`src/inc/io_change_defines.svh`:
```
// Register offsets, field positions and reset values of the pin status and bid registers
`ifndef IO_CHANGE_DEFINES_SVH
`define IO_CHANGE_DEFINES_SVH
// ----------------------------------------
// Register offsets
// ----------------------------------------
`define ADDR_PORT_A_UPPER_PIN_STATUS 8'h13
`define ADDR_PORT_A_LOWER_PIN_STATUS 8'h14
`define ADDR_PORT_B_LOWER_PIN_STATUS 8'h1C
`define ADDR_PIN_CHANGE_IRQ_BID 8'h51
`define ADDR_TIMER_IRQ_BID 8'h52
`define ADDR_FLOW_CTRL_IRQ_BID 8'h53
`define ADDR_ADDR_MATCH_IRQ_BID 8'h54
`define ADDR_LOOPBACK_ERR_IRQ_BID 8'h55
// ----------------------------------------
// Field layout and values
// ----------------------------------------
`define FLAG_MSB 7
`define FLAG_LSB 4
`define LEVEL_MSB 3
`define LEVEL_LSB 0
`define UPPER_MSB 7
`define UPPER_LSB 4
`define LOWER_MSB 3
`define LOWER_LSB 0
`define PORT_B_LOWER_USED 4'hD
`define BID_RESET 8'h00
`define READ_IDLE 8'h00
`endif

```
`src/inc/io_change_pkg.sv`:
```
// Types shared by the pin status and bid register block
package io_change_pkg;
  typedef logic [7:0] reg_byte_t;
  typedef logic [3:0] nibble_t;
endpackage : io_change_pkg

```
`src/verilog/io_change_detect_and_bid_regs.sv`:
```
// Pin change status registers and interrupt bid registers
// Notes on behaviour
// - Change-of-state bid high byte register
// - Xon/Xoff bid high byte register
// - Address recognition bid high byte register
// - Counter/timer bid high byte register
// - Loopback error bid high byte register
// - Flag reads zero if disabled or output
// - Level bits show live pin level
// - Port A lower: flags 3..0, levels 3..0
// - Port A upper: flags 7..4, levels 7..4
// - Port B lower: pins 3,2,0; 5,1 reserved
// - Detector keeps sampling while disabled; enable gates only the flags
`timescale 1ns/1ns
`default_nettype none
`include "io_change_defines.svh"
module io_change_detect_and_bid_regs
  import io_change_pkg::*;
(
  input wire logic MCLK,
  input wire logic RST_B,
  input wire logic CE,
  input wire logic [7:0] ADDR,
  input wire logic [7:0] WDATA,
  input wire logic WR,
  input wire logic RD,
  output logic [7:0] RDATA,
  input wire logic [7:0] PORT_A_PINS,
  input wire logic [7:0] PORT_B_PINS,
  input wire logic [7:0] PORT_A_CHANGE_DETECT_ENABLE,
  input wire logic [7:0] PORT_B_CHANGE_DETECT_ENABLE,
  input wire logic [7:0] PORT_A_OUTPUT_DIR,
  input wire logic [7:0] PORT_B_OUTPUT_DIR,
  output logic [7:0] PIN_CHANGE_IRQ_BID,
  output logic [7:0] TIMER_IRQ_BID,
  output logic [7:0] FLOW_CTRL_IRQ_BID,
  output logic [7:0] ADDR_MATCH_IRQ_BID,
  output logic [7:0] LOOPBACK_ERR_IRQ_BID
);
  // ----------------------------------------
  // Address decode
  // ----------------------------------------
  wire sel_a_upper = (ADDR == `ADDR_PORT_A_UPPER_PIN_STATUS);
  wire sel_a_lower = (ADDR == `ADDR_PORT_A_LOWER_PIN_STATUS);
  wire sel_b_lower = (ADDR == `ADDR_PORT_B_LOWER_PIN_STATUS);
  wire sel_pin_change = (ADDR == `ADDR_PIN_CHANGE_IRQ_BID);
  wire sel_ct = (ADDR == `ADDR_TIMER_IRQ_BID);
  wire sel_xon = (ADDR == `ADDR_FLOW_CTRL_IRQ_BID);
  wire sel_addr = (ADDR == `ADDR_ADDR_MATCH_IRQ_BID);
  wire sel_lbe = (ADDR == `ADDR_LOOPBACK_ERR_IRQ_BID);
  wire rd_go = RD && CE;
  wire wr_go = WR && CE;
  // ----------------------------------------
  // Helpers
  // ----------------------------------------
  // One packing for all three status registers keeps their layouts in step
  function automatic reg_byte_t status_byte(input nibble_t flag_nib, input nibble_t level_nib);
    return {flag_nib, level_nib};
  endfunction : status_byte
  // ----------------------------------------
  // Change detectors
  // ----------------------------------------
  logic [7:0] flags_a;
  logic [7:0] flags_b;
  logic [7:0] clear_a;
  logic [7:0] clear_b;
  // A status read clears all four flags of its nibble, including those masked from the read data
  assign clear_a = {{4{rd_go && sel_a_upper}}, {4{rd_go && sel_a_lower}}};
  assign clear_b = {4'h0, {4{rd_go && sel_b_lower}}};
  pin_change_detector #(.WIDTH(8)) detect_a (
    .clk(MCLK),
    .rst_b(RST_B),
    .ce(CE),
    .pins(PORT_A_PINS),
    .enable(PORT_A_CHANGE_DETECT_ENABLE),
    .clear(clear_a),
    .flags(flags_a)
  );
  pin_change_detector #(.WIDTH(8)) detect_b (
    .clk(MCLK),
    .rst_b(RST_B),
    .ce(CE),
    .pins(PORT_B_PINS),
    .enable(PORT_B_CHANGE_DETECT_ENABLE),
    .clear(clear_b),
    .flags(flags_b)
  );
  // ----------------------------------------
  // Status read data
  // ----------------------------------------
  // Output pins keep their detector running but never show a flag
  wire [7:0] shown_a = flags_a & PORT_A_CHANGE_DETECT_ENABLE & ~PORT_A_OUTPUT_DIR;
  wire [7:0] shown_b = flags_b & PORT_B_CHANGE_DETECT_ENABLE & ~PORT_B_OUTPUT_DIR;
  wire [7:0] status_a_lower = status_byte(shown_a[`LOWER_MSB:`LOWER_LSB],
                                          PORT_A_PINS[`LOWER_MSB:`LOWER_LSB]);
  wire [7:0] status_a_upper = status_byte(shown_a[`UPPER_MSB:`UPPER_LSB],
                                          PORT_A_PINS[`UPPER_MSB:`UPPER_LSB]);
  wire [3:0] b_flag_nib = shown_b[`LOWER_MSB:`LOWER_LSB] & `PORT_B_LOWER_USED;
  wire [3:0] b_level_nib = PORT_B_PINS[`LOWER_MSB:`LOWER_LSB] & `PORT_B_LOWER_USED;
  wire [7:0] status_b_lower = status_byte(b_flag_nib, b_level_nib);
  reg_byte_t read_mux;
  assign read_mux = sel_a_upper ? status_a_upper :
                    sel_a_lower ? status_a_lower :
                    sel_b_lower ? status_b_lower :
                    sel_pin_change ? PIN_CHANGE_IRQ_BID :
                    sel_ct ? TIMER_IRQ_BID :
                    sel_xon ? FLOW_CTRL_IRQ_BID :
                    sel_addr ? ADDR_MATCH_IRQ_BID :
                    sel_lbe ? LOOPBACK_ERR_IRQ_BID : `READ_IDLE;
  // ----------------------------------------
  // Registers
  // ----------------------------------------
  // Read data is sampled in the read cycle so the level and the cleared flags agree
  always_ff @(posedge MCLK) begin
    if (!RST_B) begin
      RDATA <= `READ_IDLE;
    end else if (rd_go) begin
      RDATA <= read_mux;
    end
  end
  always_ff @(posedge MCLK) begin
    if (!RST_B) begin
      PIN_CHANGE_IRQ_BID <= `BID_RESET;
      TIMER_IRQ_BID <= `BID_RESET;
      FLOW_CTRL_IRQ_BID <= `BID_RESET;
      ADDR_MATCH_IRQ_BID <= `BID_RESET;
      LOOPBACK_ERR_IRQ_BID <= `BID_RESET;
    end else if (wr_go) begin
      if (sel_pin_change) PIN_CHANGE_IRQ_BID <= WDATA;
      if (sel_ct) TIMER_IRQ_BID <= WDATA;
      if (sel_xon) FLOW_CTRL_IRQ_BID <= WDATA;
      if (sel_addr) ADDR_MATCH_IRQ_BID <= WDATA;
      if (sel_lbe) LOOPBACK_ERR_IRQ_BID <= WDATA;
    end
  end
  // ----------------------------------------
  // Checks
  // ----------------------------------------
  change_bid_write_a: assert property (@(posedge MCLK) disable iff (!RST_B)
    (wr_go && sel_pin_change) |=> (PIN_CHANGE_IRQ_BID == $past(WDATA)))
    else $error("change bid not written");
  xon_bid_write_a: assert property (@(posedge MCLK) disable iff (!RST_B)
    (wr_go && sel_xon) |=> (FLOW_CTRL_IRQ_BID == $past(WDATA)))
    else $error("flow control bid not written");
  addr_bid_write_a: assert property (@(posedge MCLK) disable iff (!RST_B)
    (wr_go && sel_addr) |=> (ADDR_MATCH_IRQ_BID == $past(WDATA)))
    else $error("address bid not written");
  timer_bid_hold_a: assert property (@(posedge MCLK) disable iff (!RST_B)
    !(wr_go && sel_ct) |=> $stable(TIMER_IRQ_BID))
    else $error("timer bid changed without write");
  lbe_bid_write_a: assert property (@(posedge MCLK) disable iff (!RST_B)
    (wr_go && sel_lbe) ##1 !(wr_go && sel_lbe) |=> (LOOPBACK_ERR_IRQ_BID == $past(WDATA, 2)))
    else $error("loopback bid lost");
  output_flag_mask_a: assert property (@(posedge MCLK) disable iff (!RST_B)
    (rd_go && sel_a_lower) |=> ((RDATA[7:4] & $past(PORT_A_OUTPUT_DIR[3:0])) == 4'h0))
    else $error("flag shown on output pin");
  lower_level_read_a: assert property (@(posedge MCLK) disable iff (!RST_B)
    (rd_go && sel_a_lower) |=> (RDATA[3:0] == $past(PORT_A_PINS[3:0])))
    else $error("port A lower level wrong");
  upper_level_read_a: assert property (@(posedge MCLK) disable iff (!RST_B)
    (rd_go && sel_a_upper) |=> (RDATA[3:0] == $past(PORT_A_PINS[7:4])))
    else $error("port A upper level wrong");
  b_reserved_zero_a: assert property (@(posedge MCLK) disable iff (!RST_B)
    (rd_go && sel_b_lower) |=> (RDATA[5] == 1'b0 && RDATA[1] == 1'b0))
    else $error("port B reserved bit set");
  disabled_no_flag_a: assert property (@(posedge MCLK) disable iff (!RST_B)
    (CE && !PORT_A_CHANGE_DETECT_ENABLE[0]) |=> !flags_a[0])
    else $error("disabled detector holds flag");
  read_clears_flag_a: assert property (@(posedge MCLK) disable iff (!RST_B)
    (rd_go && sel_a_lower && PORT_A_PINS[0] == $past(PORT_A_PINS[0])) ##1 (PORT_A_PINS[0] == $past(PORT_A_PINS[0]))
      |-> !flags_a[0])
    else $error("flag not cleared by read");
  timer_bid_write_a: assert property (@(posedge MCLK) disable iff (!RST_B)
    (wr_go && sel_ct) |=> (TIMER_IRQ_BID == $past(WDATA)))
    else $error("timer bid not written");
  change_bid_hold_a: assert property (@(posedge MCLK) disable iff (!RST_B)
    !(wr_go && sel_pin_change) |=> $stable(PIN_CHANGE_IRQ_BID))
    else $error("change bid changed without write");
  xon_bid_hold_a: assert property (@(posedge MCLK) disable iff (!RST_B)
    !(wr_go && sel_xon) |=> $stable(FLOW_CTRL_IRQ_BID))
    else $error("flow control bid changed without write");
  addr_bid_hold_a: assert property (@(posedge MCLK) disable iff (!RST_B)
    !(wr_go && sel_addr) |=> $stable(ADDR_MATCH_IRQ_BID))
    else $error("address bid changed without write");
  lbe_bid_hold_a: assert property (@(posedge MCLK) disable iff (!RST_B)
    !(wr_go && sel_lbe) |=> $stable(LOOPBACK_ERR_IRQ_BID))
    else $error("loopback bid changed without write");
  upper_flag_mask_a: assert property (@(posedge MCLK) disable iff (!RST_B)
    (rd_go && sel_a_upper)
      |=> ((RDATA[`FLAG_MSB:`FLAG_LSB] & $past(PORT_A_OUTPUT_DIR[`UPPER_MSB:`UPPER_LSB])) == 4'h0))
    else $error("flag shown on upper output pin");
  b_flag_mask_a: assert property (@(posedge MCLK) disable iff (!RST_B)
    (rd_go && sel_b_lower)
      |=> ((RDATA[`FLAG_MSB:`FLAG_LSB] & $past(PORT_B_OUTPUT_DIR[`LOWER_MSB:`LOWER_LSB])) == 4'h0))
    else $error("flag shown on port B output pin");
  lower_disabled_zero_a: assert property (@(posedge MCLK) disable iff (!RST_B)
    (rd_go && sel_a_lower)
      |=> ((RDATA[`FLAG_MSB:`FLAG_LSB] & ~$past(PORT_A_CHANGE_DETECT_ENABLE[`LOWER_MSB:`LOWER_LSB])) == 4'h0))
    else $error("flag shown on disabled lower pin");
  upper_disabled_zero_a: assert property (@(posedge MCLK) disable iff (!RST_B)
    (rd_go && sel_a_upper)
      |=> ((RDATA[`FLAG_MSB:`FLAG_LSB] & ~$past(PORT_A_CHANGE_DETECT_ENABLE[`UPPER_MSB:`UPPER_LSB])) == 4'h0))
    else $error("flag shown on disabled upper pin");
  b_level_read_a: assert property (@(posedge MCLK) disable iff (!RST_B)
    (rd_go && sel_b_lower)
      |=> (RDATA[`LEVEL_MSB:`LEVEL_LSB] == ($past(PORT_B_PINS[`LOWER_MSB:`LOWER_LSB]) & `PORT_B_LOWER_USED)))
    else $error("port B level wrong");
  a_enable_gate_a: assert property (@(posedge MCLK) disable iff (!RST_B)
    CE |=> ((flags_a & ~$past(PORT_A_CHANGE_DETECT_ENABLE)) == 8'h00))
    else $error("port A flag set while disabled");
  b_enable_gate_a: assert property (@(posedge MCLK) disable iff (!RST_B)
    CE |=> ((flags_b & ~$past(PORT_B_CHANGE_DETECT_ENABLE)) == 8'h00))
    else $error("port B flag set while disabled");
  transition_sets_a: assert property (@(posedge MCLK) disable iff (!RST_B)
    (CE && $past(CE) && $past(RST_B) && PORT_A_CHANGE_DETECT_ENABLE[0]
      && (PORT_A_PINS[0] != $past(PORT_A_PINS[0]))) |=> flags_a[0])
    else $error("transition did not set flag");
  upper_read_clears_a: assert property (@(posedge MCLK) disable iff (!RST_B)
    (rd_go && sel_a_upper && $past(CE) && $past(RST_B)
      && (PORT_A_PINS[4] == $past(PORT_A_PINS[4]))) |=> !flags_a[4])
    else $error("upper flag not cleared by read");
  b_read_clears_a: assert property (@(posedge MCLK) disable iff (!RST_B)
    (rd_go && sel_b_lower && $past(CE) && $past(RST_B)
      && (PORT_B_PINS[0] == $past(PORT_B_PINS[0]))) |=> !flags_b[0])
    else $error("port B flag not cleared by read");
  flag_hold_a: assert property (@(posedge MCLK) disable iff (!RST_B)
    (flags_a[0] && PORT_A_CHANGE_DETECT_ENABLE[0] && !(rd_go && sel_a_lower)) |=> flags_a[0])
    else $error("flag lost before read");
endmodule : io_change_detect_and_bid_regs
`default_nettype wire

```
`src/verilog/pin_change_detector.sv`:
```
// Per-pin level-transition detector with sticky change flags
`timescale 1ns/1ns
`default_nettype none
module pin_change_detector #(
  parameter int WIDTH = 8
) (
  input wire logic clk,
  input wire logic rst_b,
  input wire logic ce,
  input wire logic [WIDTH-1:0] pins,
  input wire logic [WIDTH-1:0] enable,
  input wire logic [WIDTH-1:0] clear,
  output logic [WIDTH-1:0] flags
);
  logic [WIDTH-1:0] prev;
  logic [WIDTH-1:0] next_flags;
  // ----------------------------------------
  // Detection
  // ----------------------------------------
  // A transition in the clearing cycle keeps the flag set; disabled pins hold no flag
  assign next_flags = enable & ((pins ^ prev) | (flags & ~clear));
  always_ff @(posedge clk) begin
    if (!rst_b) begin
      prev <= '0;
      flags <= '0;
    end else if (ce) begin
      prev <= pins;
      flags <= next_flags;
    end
  end
endmodule : pin_change_detector
`default_nettype wire
```
`config.mk`:
```
export PLATFORM = sky130hd
export DESIGN_NAME = io_change_detect_and_bid_regs
export DESIGN_NICKNAME = d
export VERILOG_FILES = /design/src/inc/io_change_pkg.sv /design/src/verilog/io_change_detect_and_bid_regs.sv /design/src/verilog/pin_change_detector.sv
export VERILOG_INCLUDE_DIRS = /design/src /design/src/inc
export SDC_FILE = /design/constraint.sdc
export NUM_CORES = 1
export LEC_CHECK = 0
export BUFFER_PORTS_ARGS = -buffer_cell sky130_fd_sc_hd__buf_4
export CAP_MARGIN = 30
export CORE_MARGIN = 2
export CORE_UTILIZATION = 30
export CTS_CLUSTER_SIZE = 25
export DETAILED_ROUTE_END_ITERATION = 16
export GPL_TIMING_DRIVEN = 0
export HOLD_SLACK_MARGIN = 0.06
export PLACE_DENSITY_LB_ADDON = 0.08
export SETUP_SLACK_MARGIN = 0.5
export SKIP_CTS_REPAIR_TIMING = 1
export SLEW_MARGIN = 10
export SYNTH_ARGS = -nofsm -noshare
export SYNTH_HDL_FRONTEND = slang
export SYNTH_SLANG_ARGS = --single-unit
```
`constraint.sdc`:
```
create_clock -name MCLK -period 2.4 [get_ports MCLK]
set_input_delay 0 -clock MCLK [delete_from_list [all_inputs] [get_ports MCLK]]
set_output_delay 0 -clock MCLK [all_outputs]
set_load 0.005 [all_outputs]
```
Word-level counts from Yosys, hierarchy flattened
Cells that the tools add are included.
{"block": "word_totals", "register_bits": 80, "input_bits": 69, "out_inout_bits": 48, "elab_cells": 52}
{"block": "classes", "n_eq_ne": 8, "n_mux": 8, "n_bitwise": 16, "reduce_logical": 10}
{"cell": "$mux W8", "n": 8}
{"cell": "$and A8 B8 Y8", "n": 6}
{"cell": "$eq A8 B7 Y1 const B", "n": 5}
{"cell": "$eq A8 B5 Y1 const B", "n": 3}
{"cell": "$not A8 Y8", "n": 2}
{"cell": "$or A8 B8 Y8", "n": 2}
{"cell": "$xor A8 B8 Y8", "n": 2}
{"cell": "$reduce_and A2 Y1", "n": 5}
{"cell": "$and A4 B4 Y4", "n": 2}
{"cell": "$not A4 Y8", "n": 1}
{"cell": "$logic_and A1 B1 Y1", "n": 5}
{"cell": "$not A4 Y4", "n": 1}

Longest topological paths before layout
{"block": "logic_depth", "word_depth": 9, "mapped_depth": 7, "depth_no_buf": 5}

Modules after synthesis
Synthesis repeated with hierarchy kept, for this count alone.
{"block": "unflattened", "cells_unflattened": 475, "hier_area_um2": 4250.3}
{"module": "io_change_detect_and_bid_regs", "n_inst": 1, "cells_per_inst": 311, "area_per_inst_um2": 2741.4, "seq_area_each_um2": 960.9}
{"module": "pin_change_detector", "n_inst": 2, "cells_per_inst": 82, "area_per_inst_um2": 754.5, "seq_area_each_um2": 320.3}

Worst setup path before layout
Ideal clock, no wire load.
{"block": "synth_path", "kind": "input -> register", "startpoint": "input ADDR[5]", "endpoint": "register detect_b.flags[0]", "setup_ns": 0.117, "t_arrival_ns": 1.329, "required_time_ns": 2.283, "slack_ns": 0.953, "path_stages": 6, "n_path_buf": 1, "path_cell_list": "or4b_1 buf_2 nor2_4 nand3_1 a31o_1 a32o_1"}
{"block": "synth_via", "elab_chain_len": 6}
{"element": "from (decl)", "line_no": "io_change_detect_and_bid_regs.sv:23", "source": "input wire logic [7:0] ADDR,"}
{"element": "$eq A8 B5 Y1 (no source line)"}
{"element": "$logic_and A1 B1 Y1", "line_no": "io_change_detect_and_bid_regs.sv:69", "source": "assign clear_b = {4'h0, {4{rd_go && sel_b_lower}}};"}
{"element": "$not A4 Y8", "line_no": "pin_change_detector.sv:21", "source": "assign next_flags = enable & ((pins ^ prev) | (flags & ~clear));"}
{"element": "$and A8 B8 Y8", "line_no": "pin_change_detector.sv:21"}
{"element": "$or A8 B8 Y8", "line_no": "pin_change_detector.sv:21"}
{"element": "$and A8 B8 Y8", "line_no": "pin_change_detector.sv:21"}
{"element": "to (signal assigned)", "line_no": "pin_change_detector.sv:28", "source": "flags <= next_flags;"}
{"element": "to (decl)", "line_no": "pin_change_detector.sv:13", "source": "output logic [WIDTH-1:0] flags"}
Every way passes these cells.
A chain may end at the register's enable or synchronous reset.

Final worst setup path
{"block": "layout_path", "startpoint": "input CE", "endpoint": "register detect_a.flags[5]"}
{"block": "layout_via", "elab_chain_len": 6}
{"element": "from (decl)", "line_no": "io_change_detect_and_bid_regs.sv:22", "source": "input wire logic CE,"}
{"element": "$logic_and A1 B1 Y1", "line_no": "io_change_detect_and_bid_regs.sv:51", "source": "wire rd_go = RD && CE;"}
{"element": "$logic_and A1 B1 Y1", "line_no": "io_change_detect_and_bid_regs.sv:68", "source": "assign clear_a = {{4{rd_go && sel_a_upper}}, {4{rd_go && sel_a_lower}}};"}
{"element": "$not A8 Y8", "line_no": "pin_change_detector.sv:21"}
{"element": "$and A8 B8 Y8", "line_no": "pin_change_detector.sv:21"}
{"element": "$or A8 B8 Y8", "line_no": "pin_change_detector.sv:21"}
{"element": "$and A8 B8 Y8", "line_no": "pin_change_detector.sv:21"}
{"element": "to (signal assigned)", "line_no": "pin_change_detector.sv:28"}
{"element": "to (decl)", "line_no": "pin_change_detector.sv:13"}
Parallel ways exist; a longest one is shown, timed or not.

==> metrics <==
Compound-Gate Fraction of Synth Area=21.2%; initial antenna violation count=0; H-tree lvl count=3; nets=628; CP Cell Sequence=buf_4 -> buf_1 -> clkbuf_1 -> nand4_1 -> dlygate4sd3_1 -> o21ai_0; DRC=0; TNS Setup=0 ns; final-report setup violation count=0; Reg clk slew, reported paths=0.06 ns; CP top delay family=buffers and inverters; status=finished, final reports clean; die area=13000 sq um; Sw Share=24.8%; Syn. warnings=0; Comb pwr share=12.6%; cell area after layout=between 5000 and 6000 sq um; synthesized area per cell=8.73 sq um; Buffers on Ports=100; max incr delay on CP=0.58 ns; Synth-to-Final Area Change=43.1%; max cap viols=0; Inserted Clock Buffers=9; multiplexer area fraction after synthesis=9.38%; post-synthesis sequential area ratio=38.6%; Pleak=2.04 nW; clock buffer depth=2; CP Launch Type=input port; crit share post-route=66.6%; NetSw=0.727 mW; core area=between 10000 and 15000 sq um; CTS sink count=70; VDD IR max=roughly 0.23 mV; final count of hold timing violations=0; width of the die=around 110 um; via count=3676; Initial Utilization=between 30% and 40%; Rows=40; share of layout cells above drive strength 1=between 20% and 30%; Max Slew Vio Count=0; largest family of logic cells by synthesized area=simple AND/OR/NAND/NOR gates; Final min period=1.60 ns; Int Pwr=2.21 mW; CTS Root Cell=clkbuf_16; number of enable flip-flop cells after synthesis=0; asr flop ratio synth=0%; total track usage=approximately a fifth; Synth area leaders=dfxtp_1 (39%), mux2i_1 (9.4%), nor2b_1 (5.0%); post-synth cell types=57; biggest area consumer among synthesized cells=dfxtp_1; power per standard cell area=~570 nW/um^2; Clock power frac=approximately 46%; xor/xnor share of the synthesized area=between 2 and 3%; Tightest Hold Check Type=input port to flop; Synth Area in Adders=0%; Max FO, Critical Path=10; first-pass GRT wire length=about 20 mm; RSZ-0062 raised after global routing=false; antenna viol nets, final=0; Synth top area share=38.6%; pin count of the biggest net entering global routing=14; Critical Path RT=2.66 ns; GR Overflow Total=0; Initial DRT Pass Iterations=6; CP Class=input port to flop; vias in the first global route=3441; Setup crit end kind=flop; Critical Path AT=1.86 ns; DRT iter0 DRCs=197; final worst slack=0.803 ns; Buf/Inv on CP=4; clk_skew=0.00742 ns; FF+latch count, synth=70; Crit-path slowest cell=dlygate4sd3_1; Sequential Power Share=about 41%; Ant. Diodes=0; pre-CTS setup slack=approximately 0.57 ns; GPL Wtd Cong=between 0.7 and 0.8; Post-Route WL=12.8 mm; Synth Area in Simple Gates=a little under a quarter; HPWL after detailed placement=9.65 mm; post-placement cell area=between 4000 and 5000 sq um; Synth Instances=416; ys flop type=dfxtp_1; WL/cell=between 15 and 20 um; Via density=5.17; slew at the pin closest to its max-slew limit=just under 0.8 ns; Die Span Y=114 um; I/O pin count=117; Fmax achieved=around 630 MHz; Rel. slew slack=48.3%; CTS tree=done; worst-skew pair later-pin latency=0.34 ns; area of the mapped netlist=3630 sq um; Post-Syn Nets=between 400 and 500
worst paths after layout:
check | from | endpoint | slack (ns) | cells after the start
min | PORT_A_OUTPUT_DIR[1] | RDATA[5] | 0.07 | 4
max reg2reg | LOOPBACK_ERR_IRQ_BID[4] | RDATA[4] | 1.00 | 5
max | CE | detect_a.flags[5] | 0.80 | 6
min reg2reg | detect_a.flags[6] | detect_a.flags[6] | 0.46 | 2
sequential cells by signal, summed over array words and instances (netlist names):
register              flops
ADDR_MATCH_IRQ_BID        8
RDATA                     8
FLOW_CTRL_IRQ_BID         8
detect_a.prev             8
detect_b.prev             3
TIMER_IRQ_BID             8
detect_b.flags            3
detect_a.flags            8
PIN_CHANGE_IRQ_BID        8
LOOPBACK_ERR_IRQ_BID      8
power groups by stage:
stage,sequential [mW],combinational (mW),clock [mW]
floorplan,1.23,0.170,0
global placement,1.23,0.326,0
detailed placement,1.23,0.328,0
CTS,1.20,0.329,1.39
global route,1.21,0.404,1.45
finish,1.20,0.369,1.36
worst register-to-register path, cell delays in order (launching register included):
cell      delay (ns)
dfxtp_1         0.37
nand2b_1        0.07
a21boi_0        0.17
a221oi_1        0.09
o311a_2         0.39
a211oi_1        0.23
Yosys cell counts, types with 2 or more instances:
cell type  number
a221oi_1        4
a222oi_1        5
buf_2           3
nor3_1          2
a211o_2         5
nand2b_1        8
o211ai_1        3
xor2_1         11
buf_1           3
nor2b_1        29
a21boi_0        8
dfxtp_1        70
buf_4           2
o21ai_1        10
a2bb2oi_1       3
nand4_1         4
nand3b_1        3
a32o_1          3
a21oi_1        17
nor2_1         10
nand3_1        29
a31o_1          3
o311a_2         3
a41o_1          4
a211oi_1        3
mux2i_1        34
or4_1           2
o21ai_0        36
clkbuf_1       22
inv_1           4
o22ai_1         2
a31oi_1         2
and2_1          3
nand2_1        43
final cells by class:
| class | instances | area, sq um |
|---|---|---|
| clock inverters | 6 | 68.8 |
| repair buffers | 132 | 1070 |
| clock buffers | 10 | 239 |
| flip-flops and latches | 70 | 1400 |
| well taps | 147 | 184 |
| fillers | 1220 | 6720 |
| multi-input cells | 308 | 2040 |
| plain buffers | 33 | 169 |
| inverters | 5 | 18.8 |
per-stage QoR:
step / utilization, % / std cells / total power, mW / hold WS (ns)
global route: 43.6 / 711 / 3.06 / 0.123
global placement: 38.3 / 663 / 1.56 / 0.256
CTS: 40.9 / 679 / 2.92 / -0.0844
finish: 43.6 / 711 / 2.94 / 0.0695
floorplan: - / 416 / 1.40 / 0.154
detailed placement: 38.3 / 663 / 1.56 / 0.262
cells by family (layout without fill, tap and decap cells):
kind of cell    count (synthesis)  count (layout)
flops                          70              70
buf+inv                        38             186
mux                            34              34
simple gates                  148             148
xor+xnor                       11              11
compound gates                115             115
placed cells by master, fill, tap and decap left out, types with 4 or more instances in the layout:
master,instances
o21ai_0,36
inv_1,4
nand2_1,43
xor2_1,11
nand3_1,29
dfxtp_1,70
buf_4,102
a222oi_1,5
nand2b_1,8
mux2i_1,34
nor2b_1,29
a221oi_1,4
clkbuf_16,9
a21oi_1,17
dlygate4sd3_1,32
clkbuf_1,22
o21ai_1,10
nor2_1,10
nand4_1,4
a21boi_0,8
a211o_2,5
a41o_1,4
layer usage:
| layer | up-vias | share of wire, % | GRT usage, % |
|---|---|---|---|
| met3 | 11 | 4.8 | 3.35 |
| met2 | 118 | 48 | 32.6 |
| met4 | 0 | 1.1 | 5.69 |
| li1 | 1804 | - | - |
| met1 | 1743 | 46 | 26.6 |
| met5 | - | 0 | 0 |
Note: power is estimated with default switching activity, not from simulation.
